$ cat src/core/nand_seq_pkg.sv
// Purpose: Shared constants for the NAND device-side command sequencer.
// Assumes: 100 MHz mclk, x8 multiplexed command/address/data bus.
// Notes:   Busy times are typical figures; counts are derived below.
//
// Summary of operation
// - With volatile_block_lock enabled at power-up, all blocks locked until unlock range set.
// - Chip select may rise during data load or read; transfer state is kept.
// - Blocks 0 to 7 are always good when shipped.
// - As delivered, every byte in valid blocks reads as FFh.
package nand_seq_pkg;
	localparam int CLK_MHZ = 100;

	// Command codes
	localparam logic [7:0] CMD_READ      = 8'h00;
	localparam logic [7:0] CMD_READ_GO   = 8'h30;
	localparam logic [7:0] CMD_PROG      = 8'h80;
	localparam logic [7:0] CMD_PROG_GO   = 8'h10;
	localparam logic [7:0] CMD_ERASE     = 8'h60;
	localparam logic [7:0] CMD_ERASE_GO  = 8'hD0;
	localparam logic [7:0] CMD_STATUS    = 8'h70;
	localparam logic [7:0] CMD_RESET     = 8'hFF;
	localparam logic [7:0] CMD_UNLOCK_LO = 8'h23;
	localparam logic [7:0] CMD_UNLOCK_HI = 8'h24;

	// Data values
	localparam logic [7:0] ERASED_BYTE = 8'hFF;
	localparam logic [7:0] MARK_BAD    = 8'h00;

	// Array geometry and address layout
	localparam int         COL_W       = 13;
	localparam int         PAGE_W      = 6;
	localparam int         BLK_W       = 11;
	localparam int         PAGE_LSB    = 16;
	localparam int         BLK_LSB     = 22;
	localparam logic [2:0] ADDR_CYCLES = 3'h5;
	localparam logic [2:0] ROW_START   = 3'h2;
	localparam logic [BLK_W-1:0]  GOOD_BLOCKS = 11'h008;
	localparam logic [COL_W-1:0]  SPARE_COL   = 13'h1000;
	localparam logic [PAGE_W-1:0] LAST_PAGE   = 6'h3F;

	// Status register bit positions
	localparam int ST_FAIL  = 0;
	localparam int ST_ARDY  = 5;
	localparam int ST_RDY   = 6;
	localparam int ST_WPN   = 7;

	// Busy times in their own units, and cycle counts
	localparam int T_READ_US  = 55;
	localparam int T_PROG_US  = 350;
	localparam int T_ERASE_MS = 4;
	localparam int T_RESET_US = 5;
	localparam int T_POR_MS   = 3;
	localparam int READ_CYC   = T_READ_US * CLK_MHZ;
	localparam int PROG_CYC   = T_PROG_US * CLK_MHZ;
	localparam int ERASE_CYC  = T_ERASE_MS * 1000 * CLK_MHZ;
	localparam int RESET_CYC  = T_RESET_US * CLK_MHZ;
	localparam int POR_CYC    = T_POR_MS * 1000 * CLK_MHZ;
	localparam int BUSY_W     = 20;

	typedef enum logic [2:0] {PH_IDLE, PH_ADDR, PH_DATA_IN, PH_BUSY, PH_DATA_OUT} phase_t;
endpackage

$ cat src/core/pin_sync.sv
// Purpose: Two-stage synchroniser for asynchronous pin inputs.
// Assumes: Each bit is an independent level.
// Notes:   No reset; the chain settles within two clocks of power-up.
`timescale 1ns/1ps
module pin_sync #(
	parameter int WIDTH = 1
) (
	// Clock
	input  wire logic             mclk,
	// Pins in, synchronised out
	input  wire logic [WIDTH-1:0] async_in,
	output logic      [WIDTH-1:0] sync_out
);
	logic [WIDTH-1:0] stage1;

	////////////////////////////////////////////////////////////////
	// First stage feeds only the second one
	always_ff @(posedge mclk) begin
		stage1   <= async_in;
		sync_out <= stage1;
	end
endmodule

$ cat src/core/nand_init_and_bad_block_handling.sv
// Purpose: Device-side command sequencer with block lock and bad-block marking.
// Assumes: Host strobes are slow against mclk (several clocks per WE/RE phase).
// Notes:   The array is modelled as erased; program data is counted, not kept.
`timescale 1ns/1ps
module nand_init_and_bad_block_handling
	import nand_seq_pkg::*;
#(
	parameter int               READ_BUSY_CYC  = READ_CYC,
	parameter int               PROG_BUSY_CYC  = PROG_CYC,
	parameter int               ERASE_BUSY_CYC = ERASE_CYC,
	parameter int               POR_BUSY_CYC   = POR_CYC,
	parameter logic [BLK_W-1:0] BAD_BLOCK      = 11'h100
) (
	// Clock and reset
	input  wire logic       mclk,
	input  wire logic       rstn,
	// Control pins
	input  wire logic       ce_n,
	input  wire logic       cle,
	input  wire logic       ale,
	input  wire logic       we_n,
	input  wire logic       re_n,
	input  wire logic       wp_n,
	input  wire logic       lock_strap,
	// Data bus, split three ways
	input  wire logic [7:0] io_in,
	output logic      [7:0] io_out,
	output logic            io_oe,
	// Ready/busy
	output logic            rb_n
);
	logic [14:0]            sync_bus;
	logic                   s_ce_n, s_cle, s_ale, s_we_n, s_re_n, s_wp_n, s_strap;
	logic [7:0]             s_io;
	logic                   we_prev, re_prev;
	logic                   we_rise, re_rise, cmd_we, addr_we, data_we;
	phase_t                 phase;
	logic [7:0]             cmd;
	logic [2:0]             addr_idx;
	logic [39:0]            addr;
	logic [COL_W-1:0]       col;
	logic [BUSY_W-1:0]      busy_cnt;
	logic                   fail, init_done, show_status;
	logic                   lock_en, strap_taken, unlock_valid, marker_gone;
	logic [BLK_W-1:0]       lock_lo, lock_hi, blk;
	logic [PAGE_W-1:0]      page;
	logic                   blk_locked, marked, op_refused;
	logic [7:0]             data_byte, status_byte;

	////////////////////////////////////////////////////////////////
	// Pin synchronisation and strobe edges
	pin_sync #(.WIDTH(15)) u_sync (
		.mclk     (mclk),
		.async_in ({ce_n, cle, ale, we_n, re_n, wp_n, lock_strap, io_in}),
		.sync_out (sync_bus)
	);
	assign {s_ce_n, s_cle, s_ale, s_we_n, s_re_n, s_wp_n, s_strap, s_io} = sync_bus;

	always_ff @(posedge mclk) begin
		if (!rstn) begin
			we_prev <= 1'b1;
			re_prev <= 1'b1;
		end else begin
			we_prev <= s_we_n;
			re_prev <= s_re_n;
		end
	end

	// Strobes count only while selected; a deselected gap just freezes state
	assign we_rise = s_we_n && !we_prev && !s_ce_n;
	assign re_rise = s_re_n && !re_prev && !s_ce_n;
	assign cmd_we  = we_rise && s_cle && !s_ale;
	assign addr_we = we_rise && s_ale && !s_cle;
	assign data_we = we_rise && !s_ale && !s_cle;

	////////////////////////////////////////////////////////////////
	// Address decode, lock and marker lookup
	assign page = addr[PAGE_LSB +: PAGE_W];
	assign blk  = addr[BLK_LSB +: BLK_W];
	// With lock_en set, everything is locked until an unlock range has been written
	assign blk_locked = lock_en && !(unlock_valid && blk >= lock_lo && blk <= lock_hi);
	// Low blocks never carry a marker, whatever the parameter says
	assign marked = (blk == BAD_BLOCK) && (blk >= GOOD_BLOCKS) && !marker_gone;
	assign op_refused = blk_locked || !s_wp_n;
	// Spare byte 0 of first, second and last page holds the factory marker
	assign data_byte = (marked && col == SPARE_COL && (page == '0 || page == 6'h01 || page == LAST_PAGE))
		? MARK_BAD : ERASED_BYTE;
	assign status_byte = {s_wp_n, phase != PH_BUSY, phase != PH_BUSY, 4'h0, fail};

	////////////////////////////////////////////////////////////////
	// Volatile lock strap, caught once after reset release
	always_ff @(posedge mclk) begin
		if (!rstn) begin
			lock_en     <= 1'b0;
			strap_taken <= 1'b0;
		end else if (!strap_taken) begin
			lock_en     <= s_strap;
			strap_taken <= 1'b1;
		end
	end

	////////////////////////////////////////////////////////////////
	// Command, address and busy sequencing
	always_ff @(posedge mclk) begin
		if (!rstn) begin
			phase        <= PH_BUSY;
			busy_cnt     <= BUSY_W'(POR_BUSY_CYC);
			cmd          <= CMD_RESET;
			addr_idx     <= 3'h0;
			addr         <= '0;
			col          <= '0;
			fail         <= 1'b0;
			init_done    <= 1'b0;
			show_status  <= 1'b0;
			unlock_valid <= 1'b0;
			lock_lo      <= '0;
			lock_hi      <= '0;
			marker_gone  <= 1'b0;
		end else if (cmd_we && s_io == CMD_RESET) begin
			// Reset is accepted even while busy and aborts the operation
			phase       <= PH_BUSY;
			busy_cnt    <= BUSY_W'(RESET_CYC);
			cmd         <= CMD_RESET;
			init_done   <= 1'b1;
			show_status <= 1'b0;
			fail        <= 1'b0;
		end else if (phase == PH_BUSY) begin
			if (cmd_we && s_io == CMD_STATUS && init_done)
				show_status <= 1'b1;
			if (busy_cnt <= BUSY_W'(1)) begin
				phase <= (cmd == CMD_READ) ? PH_DATA_OUT : PH_IDLE;
				col   <= addr[COL_W-1:0];
			end else begin
				busy_cnt <= busy_cnt - 1'b1;
			end
		end else if (cmd_we && init_done) begin
			unique case (s_io)
				CMD_STATUS: show_status <= 1'b1;
				CMD_READ: begin
					show_status <= 1'b0;
					// 00h after a status poll in the data-out phase only returns the bus to data
					if (!(phase == PH_DATA_OUT && show_status)) begin
						phase    <= PH_ADDR;
						cmd      <= CMD_READ;
						addr_idx <= 3'h0;
					end
				end
				CMD_PROG: begin
					show_status <= 1'b0;
					phase       <= PH_ADDR;
					cmd         <= CMD_PROG;
					addr_idx    <= 3'h0;
				end
				CMD_ERASE, CMD_UNLOCK_LO, CMD_UNLOCK_HI: begin
					show_status <= 1'b0;
					phase       <= PH_ADDR;
					cmd         <= s_io;
					addr_idx    <= ROW_START;
				end
				CMD_READ_GO: begin
					if (phase == PH_ADDR && cmd == CMD_READ) begin
						phase    <= PH_BUSY;
						busy_cnt <= BUSY_W'(READ_BUSY_CYC);
					end
				end
				CMD_PROG_GO: begin
					if (phase == PH_DATA_IN) begin
						phase    <= PH_BUSY;
						busy_cnt <= BUSY_W'(PROG_BUSY_CYC);
						fail     <= op_refused;
					end
				end
				CMD_ERASE_GO: begin
					if (phase == PH_ADDR && cmd == CMD_ERASE) begin
						phase    <= PH_BUSY;
						busy_cnt <= BUSY_W'(ERASE_BUSY_CYC);
						fail     <= op_refused;
						// An erase wipes the factory marker along with the data
						if (!op_refused && blk == BAD_BLOCK)
							marker_gone <= 1'b1;
					end
				end
				default: ;
			endcase
		end else if (addr_we && phase == PH_ADDR) begin
			addr[addr_idx*8 +: 8] <= s_io;
			addr_idx              <= addr_idx + 1'b1;
			if (addr_idx == ADDR_CYCLES - 1'b1) begin
				if (cmd == CMD_PROG) begin
					phase <= PH_DATA_IN;
					col   <= addr[COL_W-1:0];
				end else if (cmd == CMD_UNLOCK_LO) begin
					// Last row byte is still on the bus, so its low bit comes from s_io
					lock_lo <= {s_io[0], addr[31:BLK_LSB]};
					phase   <= PH_IDLE;
				end else if (cmd == CMD_UNLOCK_HI) begin
					lock_hi      <= {s_io[0], addr[31:BLK_LSB]};
					unlock_valid <= 1'b1;
					phase        <= PH_IDLE;
				end
			end
		end else if (data_we && phase == PH_DATA_IN) begin
			// Load bytes are only counted; the position survives CE gaps
			col <= col + 1'b1;
		end else if (re_rise && phase == PH_DATA_OUT && !show_status) begin
			col <= col + 1'b1;
		end
	end

	////////////////////////////////////////////////////////////////
	// Registered pin drivers
	always_ff @(posedge mclk) begin
		if (!rstn) begin
			io_out <= 8'h00;
			io_oe  <= 1'b0;
			rb_n   <= 1'b0;
		end else begin
			io_out <= show_status ? status_byte : data_byte;
			io_oe  <= !s_ce_n && !s_re_n && (show_status || phase == PH_DATA_OUT);
			rb_n   <= (phase != PH_BUSY);
		end
	end
endmodule

$ cat config.mk
export PLATFORM = sky130hd
export DESIGN_NAME = nand_init_and_bad_block_handling
export DESIGN_NICKNAME = d
export VERILOG_FILES = /design/src/core/nand_seq_pkg.sv /design/src/core/pin_sync.sv /design/src/core/nand_init_and_bad_block_handling.sv
export SDC_FILE = /design/constraint.sdc
export NUM_CORES = 1
export LEC_CHECK = 0
export BUFFER_PORTS_ARGS = -buffer_cell sky130_fd_sc_hd__buf_2
export CORE_MARGIN = 8
export CORE_UTILIZATION = 25
export CTS_CLUSTER_DIAMETER = 150
export DETAILED_ROUTE_END_ITERATION = 6
export PLACE_DENSITY_LB_ADDON = 0.3
export SETUP_SLACK_MARGIN = 0.05
export SLEW_MARGIN = 15
export SYNTH_ARGS = -nofsm -noshare
export SYNTH_HDL_FRONTEND = slang
export SYNTH_HIERARCHICAL = 1
export SYNTH_SLANG_ARGS = --single-unit
export TNS_END_PERCENT = 20
$ cat constraint.sdc
create_clock -name mclk -period 4.3 [get_ports mclk]
set_input_delay 0 -clock mclk [delete_from_list [all_inputs] [get_ports mclk]]
set_output_delay 0 -clock mclk [all_outputs]
set_load 0.02 [all_outputs]
---- After elaboration in Yosys (flattened, before gate mapping) ----
Cells that the tools add are included.
Widths: inputs -> output; s select.
cells by class
  shift operators ......................... 2
  add/subtract/negate cells ............... 4
  reduce and logical (&&, ||, !) cells .... 78
  order comparisons ....................... 4
  equal/unequal tests ..................... 46
  bitwise logic cells ..................... 6
  multiplexer cells ....................... 47
operators with widths
  operator                 count
  $mux 20                  6
  $mux 13                  8
  $pmux 20 s3              1
  $mux 3                   16
  $bwmux 40                1
  $eq 8x6->1 const B       5
  $shift 8x34->40 const A  1
  $shiftx 8x34->40         1
  $neg 6->34               1
  $eq 8x8->1 const B       4
  $logic_and 1x1->1        31
  $ne 4x4->1 const B       7
  $eq 8x7->1 const B       3
  $mux 8                   3
  $pmux 8 s3               1
  $reduce_and 6->1         4
  $le 20x1->1 const B      1
  $sub 20x1->20 const B    1
  $mux 19                  1
  $logic_not 8->1          2
  $ne 3x3->1 const B       5
  $pmux 3 s5               1
  $reduce_bool 3->1        5
  $add 13x1->13 const B    1
  37 further kinds         77
storage, ports and cells
  register bits ........................... 158
  output and inout bits ................... 10
  logic and storage cells ................. 211
  input bits .............................. 17

---- Depth between registers and ports, before layout ----
  word-level depth ........................ 10
  depth in mapped cells ................... 9
  gate-level depth less buffers ........... 8

---- Cells and area by module ----
The synthesis kept the hierarchy.
by module, submodules not included
  module                            area each (um2)  cells each  instances
  nand_init_and_bad_block_handling  6307.3           781         1
  pin_sync                          600.6            30          1

---- Worst setup path before layout ----
OpenSTA, ideal clock, no wires.
  path type ............................... flip-flop to flip-flop
  from .................................... register busy_cnt[5]
  to ...................................... register col[0]
  setup slack ............................. 1.844 ns
  path buffers ............................ 2
  stages on the path, launching flop included .. 9
  arrival ................................. 2.337 ns
  cell sequence ........................... dfxtp_1 or3_1 clkbuf_1 or4b_4 nor4_4 a21oi_2 or2_4 buf_6 o221a_1
between the ends
  longest elaborated chain between the ends .. 3
ends and longest elaborated chain
  what                               RTL line                                 text
  from (decl)                        nand_init_and_bad_block_handling.sv:42   logic [BUSY_W-1:0] busy_cnt;
  from (signal assigned)             nand_init_and_bad_block_handling.sv:107  busy_cnt <= BUSY_W'(POR_BUSY_CYC);
  from (signal assigned)             nand_init_and_bad_block_handling.sv:122  busy_cnt <= BUSY_W'(RESET_CYC);
  from (signal assigned)             nand_init_and_bad_block_handling.sv:134  busy_cnt <= busy_cnt - 1'b1;
  $le 20x1->1                        nand_init_and_bad_block_handling.sv:130  if (busy_cnt <= BUSY_W'(1)) begin
  $ne 2x1->1 (no source line)        --
  $reduce_and 6->1 (no source line)  --
  to (signal assigned)               nand_init_and_bad_block_handling.sv:132  col <= addr[COL_W-1:0];
  to (signal assigned)               nand_init_and_bad_block_handling.sv:191  col <= addr[COL_W-1:0];
  to (signal assigned)               nand_init_and_bad_block_handling.sv:204  col <= col + 1'b1;
  to (decl)                          nand_init_and_bad_block_handling.sv:41   logic [COL_W-1:0] col;
Every way passes these cells.
A chain may end at the register's enable or synchronous reset.

---- Final worst setup path ----
  from .................................... register busy_cnt[10]
  to ...................................... register busy_cnt[6]
between the ends
  longest elaborated chain between the ends .. 3
ends and longest elaborated chain
  what                               RTL line
  $le 20x1->1                        nand_init_and_bad_block_handling.sv:130
  $ne 2x2->1 (no source line)        --
  $reduce_and 6->1 (no source line)  --
Every way passes these cells.

==> results.py <==
metrics = {
    "setup_path": {
        "cp_slowest_stage_delay_ns": 0.63,
        "path_class": "flop to flop",
        "worstPathMaxFanout": 13,
        "cp_cell_sequence": "or4_1 -> or3_1 -> nor4_4 -> nand2b_1 -> nand2_1 -> a221o_1",
        "reg2reg_from": "busy_cnt[10]",
        "cp-end-kind": "flop",
        "crit_family": "simple AND/OR/NAND/NOR gates",
        "reg2reg_depth": 6,
        "crit_arrival_ns": 3.38,
        "cp_slowest_cell": "or4_1",
        "cp-start-kind": "flop",
        "cp.required_ns": 4.61,
        "reg2reg_to": "busy_cnt[6]",
        "rrSetupSlack_ns": 1.23,
        "crit_buf_inv": 0,
    },
    "min_path": {
        "hold_path_end": "u_sync/stage1[2]",
        "holdPathStages": 2,
        "hold_path.startpoint": "io_in[2]",
        "hold_class": "input pin to flop",
    },
    "cells_and_area": {
        "final_nets": 876,
        "fillerInstances": 2964,
        "final_cell_count_no_fill": 1189,
        "fin_util_pct": 29.44,
        "layout-drive-gt1-share_pct": 10.10,
        "area_growth_pct": 17.10,
        "multi_input_area_mm2": 0.003676,
        "seq_area_mm2": 0.002883,
    },
    "global_routing": {
        "first_global_vias": 5828,
        "grt-ovfl-total": 0,
        "grt_max_degree": 73,
        "grt_pass1_wl_um": 31480,
        "antenna_found_initial": 0,
        "track_usage_pct": 11.77,
    },
    "die": {
        "die_w_um": 182.2,
        "core_area_mm2": 0.02748,
        "std_cell_rows": 61,
        "die_y_um": 182.2,
        "dieArea_mm2": 0.03321,
        "num_io_pins": 27,
        "start_util_pct": 25.14,
    },
    "sta": {
        "setup_viol": 0,
        "setup_tns_ns": 0,
        "final.setup_skew_ns": 0.01110,
        "worst_pin_slew_ns": 1.036,
        "timing.final.crit_period_ns": 3.072,
        "slew_headroom_pct": 30.50,
        "rsz0062_at_grt": "no",
        "fmax_mhz": 325.5,
        "hold_violations": 0,
        "maxSlewViolCount": 0,
        "period_share_pct": 71.45,
    },
    "synthesis": {
        "synth_edf_count": 0,
        "synthMostInstantiatedCell": "dfxtp_1",
        "synthTopCellsByArea": "dfxtp_1 (42%), ha_1 (5.4%), a21oi_1 (4.7%)",
        "synth_compound_area_share_pct": 18.06,
        "synth-simple-area-share_pct": 25.07,
        "synthAdderAreaFrac_pct": 5.434,
        "yosysSeqAreaShare_pct": 41.73,
        "ys_types": 72,
        "syn_area_per_cell_um2": 8.518,
        "synthDominantCellAreaShare_pct": 41.73,
        "synth_area_mm2": 0.006908,
        "dominantRegCellSynth": "dfxtp_1",
        "synthArstFlopShare_pct": 0,
        "syn_nets": 858,
        "synth_mux_area_share_pct": 4.075,
        "yosys.area.top_type": "dfxtp_1",
        "synth-seq-cells": 144,
        "syn_inst": 811,
        "synth-xor-area-share_pct": 0.5072,
        "yosysWarnings": 6,
        "synthTopCellsByCount": "dfxtp_1 (144), nand2_1 (86), nor2_1 (82)",
        "synth_top_family_by_area": "simple AND/OR/NAND/NOR gates",
    },
    "power_and_ir_drop": {
        "p_leak_nw": 2.935,
        "power.density_mw_per_mm2": 380.1,
        "finalPower_w": 0.003075,
        "peakVddDrop_uv": 239.5,
    },
    "detailed_routing": {
        "dr.pass1.iters": 5,
        "vias_per_cell": 5.071,
        "drt_iter0_markers": 545,
        "wirelength_um": 19420,
        "postRouteAntennaNets": 0,
        "routedWlPerCell_um": 16.33,
        "drc": 0,
        "vias": 6030,
    },
    "placed_design": {
        "globalplace.congestion": 0.8512,
        "portBuffers": 26,
        "hpwl_um": 13270,
        "dp_cells": 1140,
    },
    "cts": {
        "cts_max_path_buffers": 2,
        "cts_resized": 0,
        "cts_tree": "done",
        "cts_htree_levels": 4,
        "post-cts-setup-buffers": 0,
        "worstSkewPairLatency_ns": 0.42,
        "cts_root_buf": "clkbuf_16",
        "numCtsBuffers": 17,
        "cts-hold-fix-buffers": 16,
        "cts.sinks": 144,
        "path_clk_slew_ns": 0.06,
    },
    "run": {
        "max-cap-violations": 0,
    },
    "outcome": {
        "outcome": "finished clean",
    },
}
## final cells by class
type,instances,share of cell area (%)
well taps,346,5.352
clock inverters,14,2.227
clock buffers,18,5.305
multi-input cells,579,45.44
diodes,1,0.03094
flip-flops and latches,144,35.64
repair buffers,49,4.238
inverters,38,1.763
## state kept, by name, indices dropped and copies added (netlist names), 3 cells and up
name	flops
col	13
addr_idx	3
u_sync/stage1	15
busy_cnt	20
u_sync/sync_out	15
lock_hi	11
lock_lo	11
addr	30
io_out	4
phase	3
cmd	8
## power breakdown
part | internal [W] | switching (W)
Sequential | 0.00136 | 0.0000380
Combinational | 0.0000548 | 0.0000778
Clock | 0.000924 | 0.000616
## metrics by stage
stage	hold WS (ns)	cell area (um^2)	setup slack, ns
6_report	0.2074	8089	1.228
5_1_grt	0.1867	8087	0.9975
4_1_cts	0.1855	8087	1.242
3_5_place_dp	0.1036	7317	1.235
3_3_place_gp	0.1024	7317	1.298
2_1_floorplan	0.02772	6908	1.844
## cells in the final DEF, fill, tap and decap left out, drive strengths merged, types with 12 or more instances in the layout
cell,count
buf,33
dfxtp,144
a21oi,66
inv,43
nand4,21
dlygate4sd3,16
nand3,22
clkbuf,18
nand2,86
mux2i,27
ha,30
nor2,82
and3,12
o21ai,26
a31oi,16
nor3,22
## worst max-delay path by stage
| stage | startpoint | end | cells past startpoint |
|---|---|---|---|
| 6_report | busy_cnt[10] | busy_cnt[6] | 6 |
| 5_1_grt | u_sync/sync_out[12] | busy_cnt[11] | 6 |
| 4_1_cts | u_sync/sync_out[0] | busy_cnt[6] | 6 |
| 3_5_place_dp | u_sync/sync_out[0] | busy_cnt[6] | 6 |
| 3_3_place_gp | u_sync/sync_out[0] | busy_cnt[6] | 6 |
| 2_1_floorplan | busy_cnt[5] | col[0] | 8 |
## per-layer routing
layer / up-vias / track usage [%] / wire length [um]
li1: 2990 / - / -
met1: 2887 / 15.39 / 9320
met2: 136 / 18.75 / 8853
met3: 17 / 2.724 / 923
met4: 0 / 4.034 / 321
met5: - / 0 / 0
## logic make-up (layout without fill, tap and decap cells)
group / Yosys count / after routing
DFF: 144 / 144
muxes: 28 / 28
xor gates and xnor gates: 4 / 4
and+or+nand+nor: 328 / 328
other: 0 / 1
buffers and inverters: 88 / 119
adders and majority gates: 30 / 30
AOI/OAI and AO/OA: 189 / 189
(Power assumes the default switching activity.)
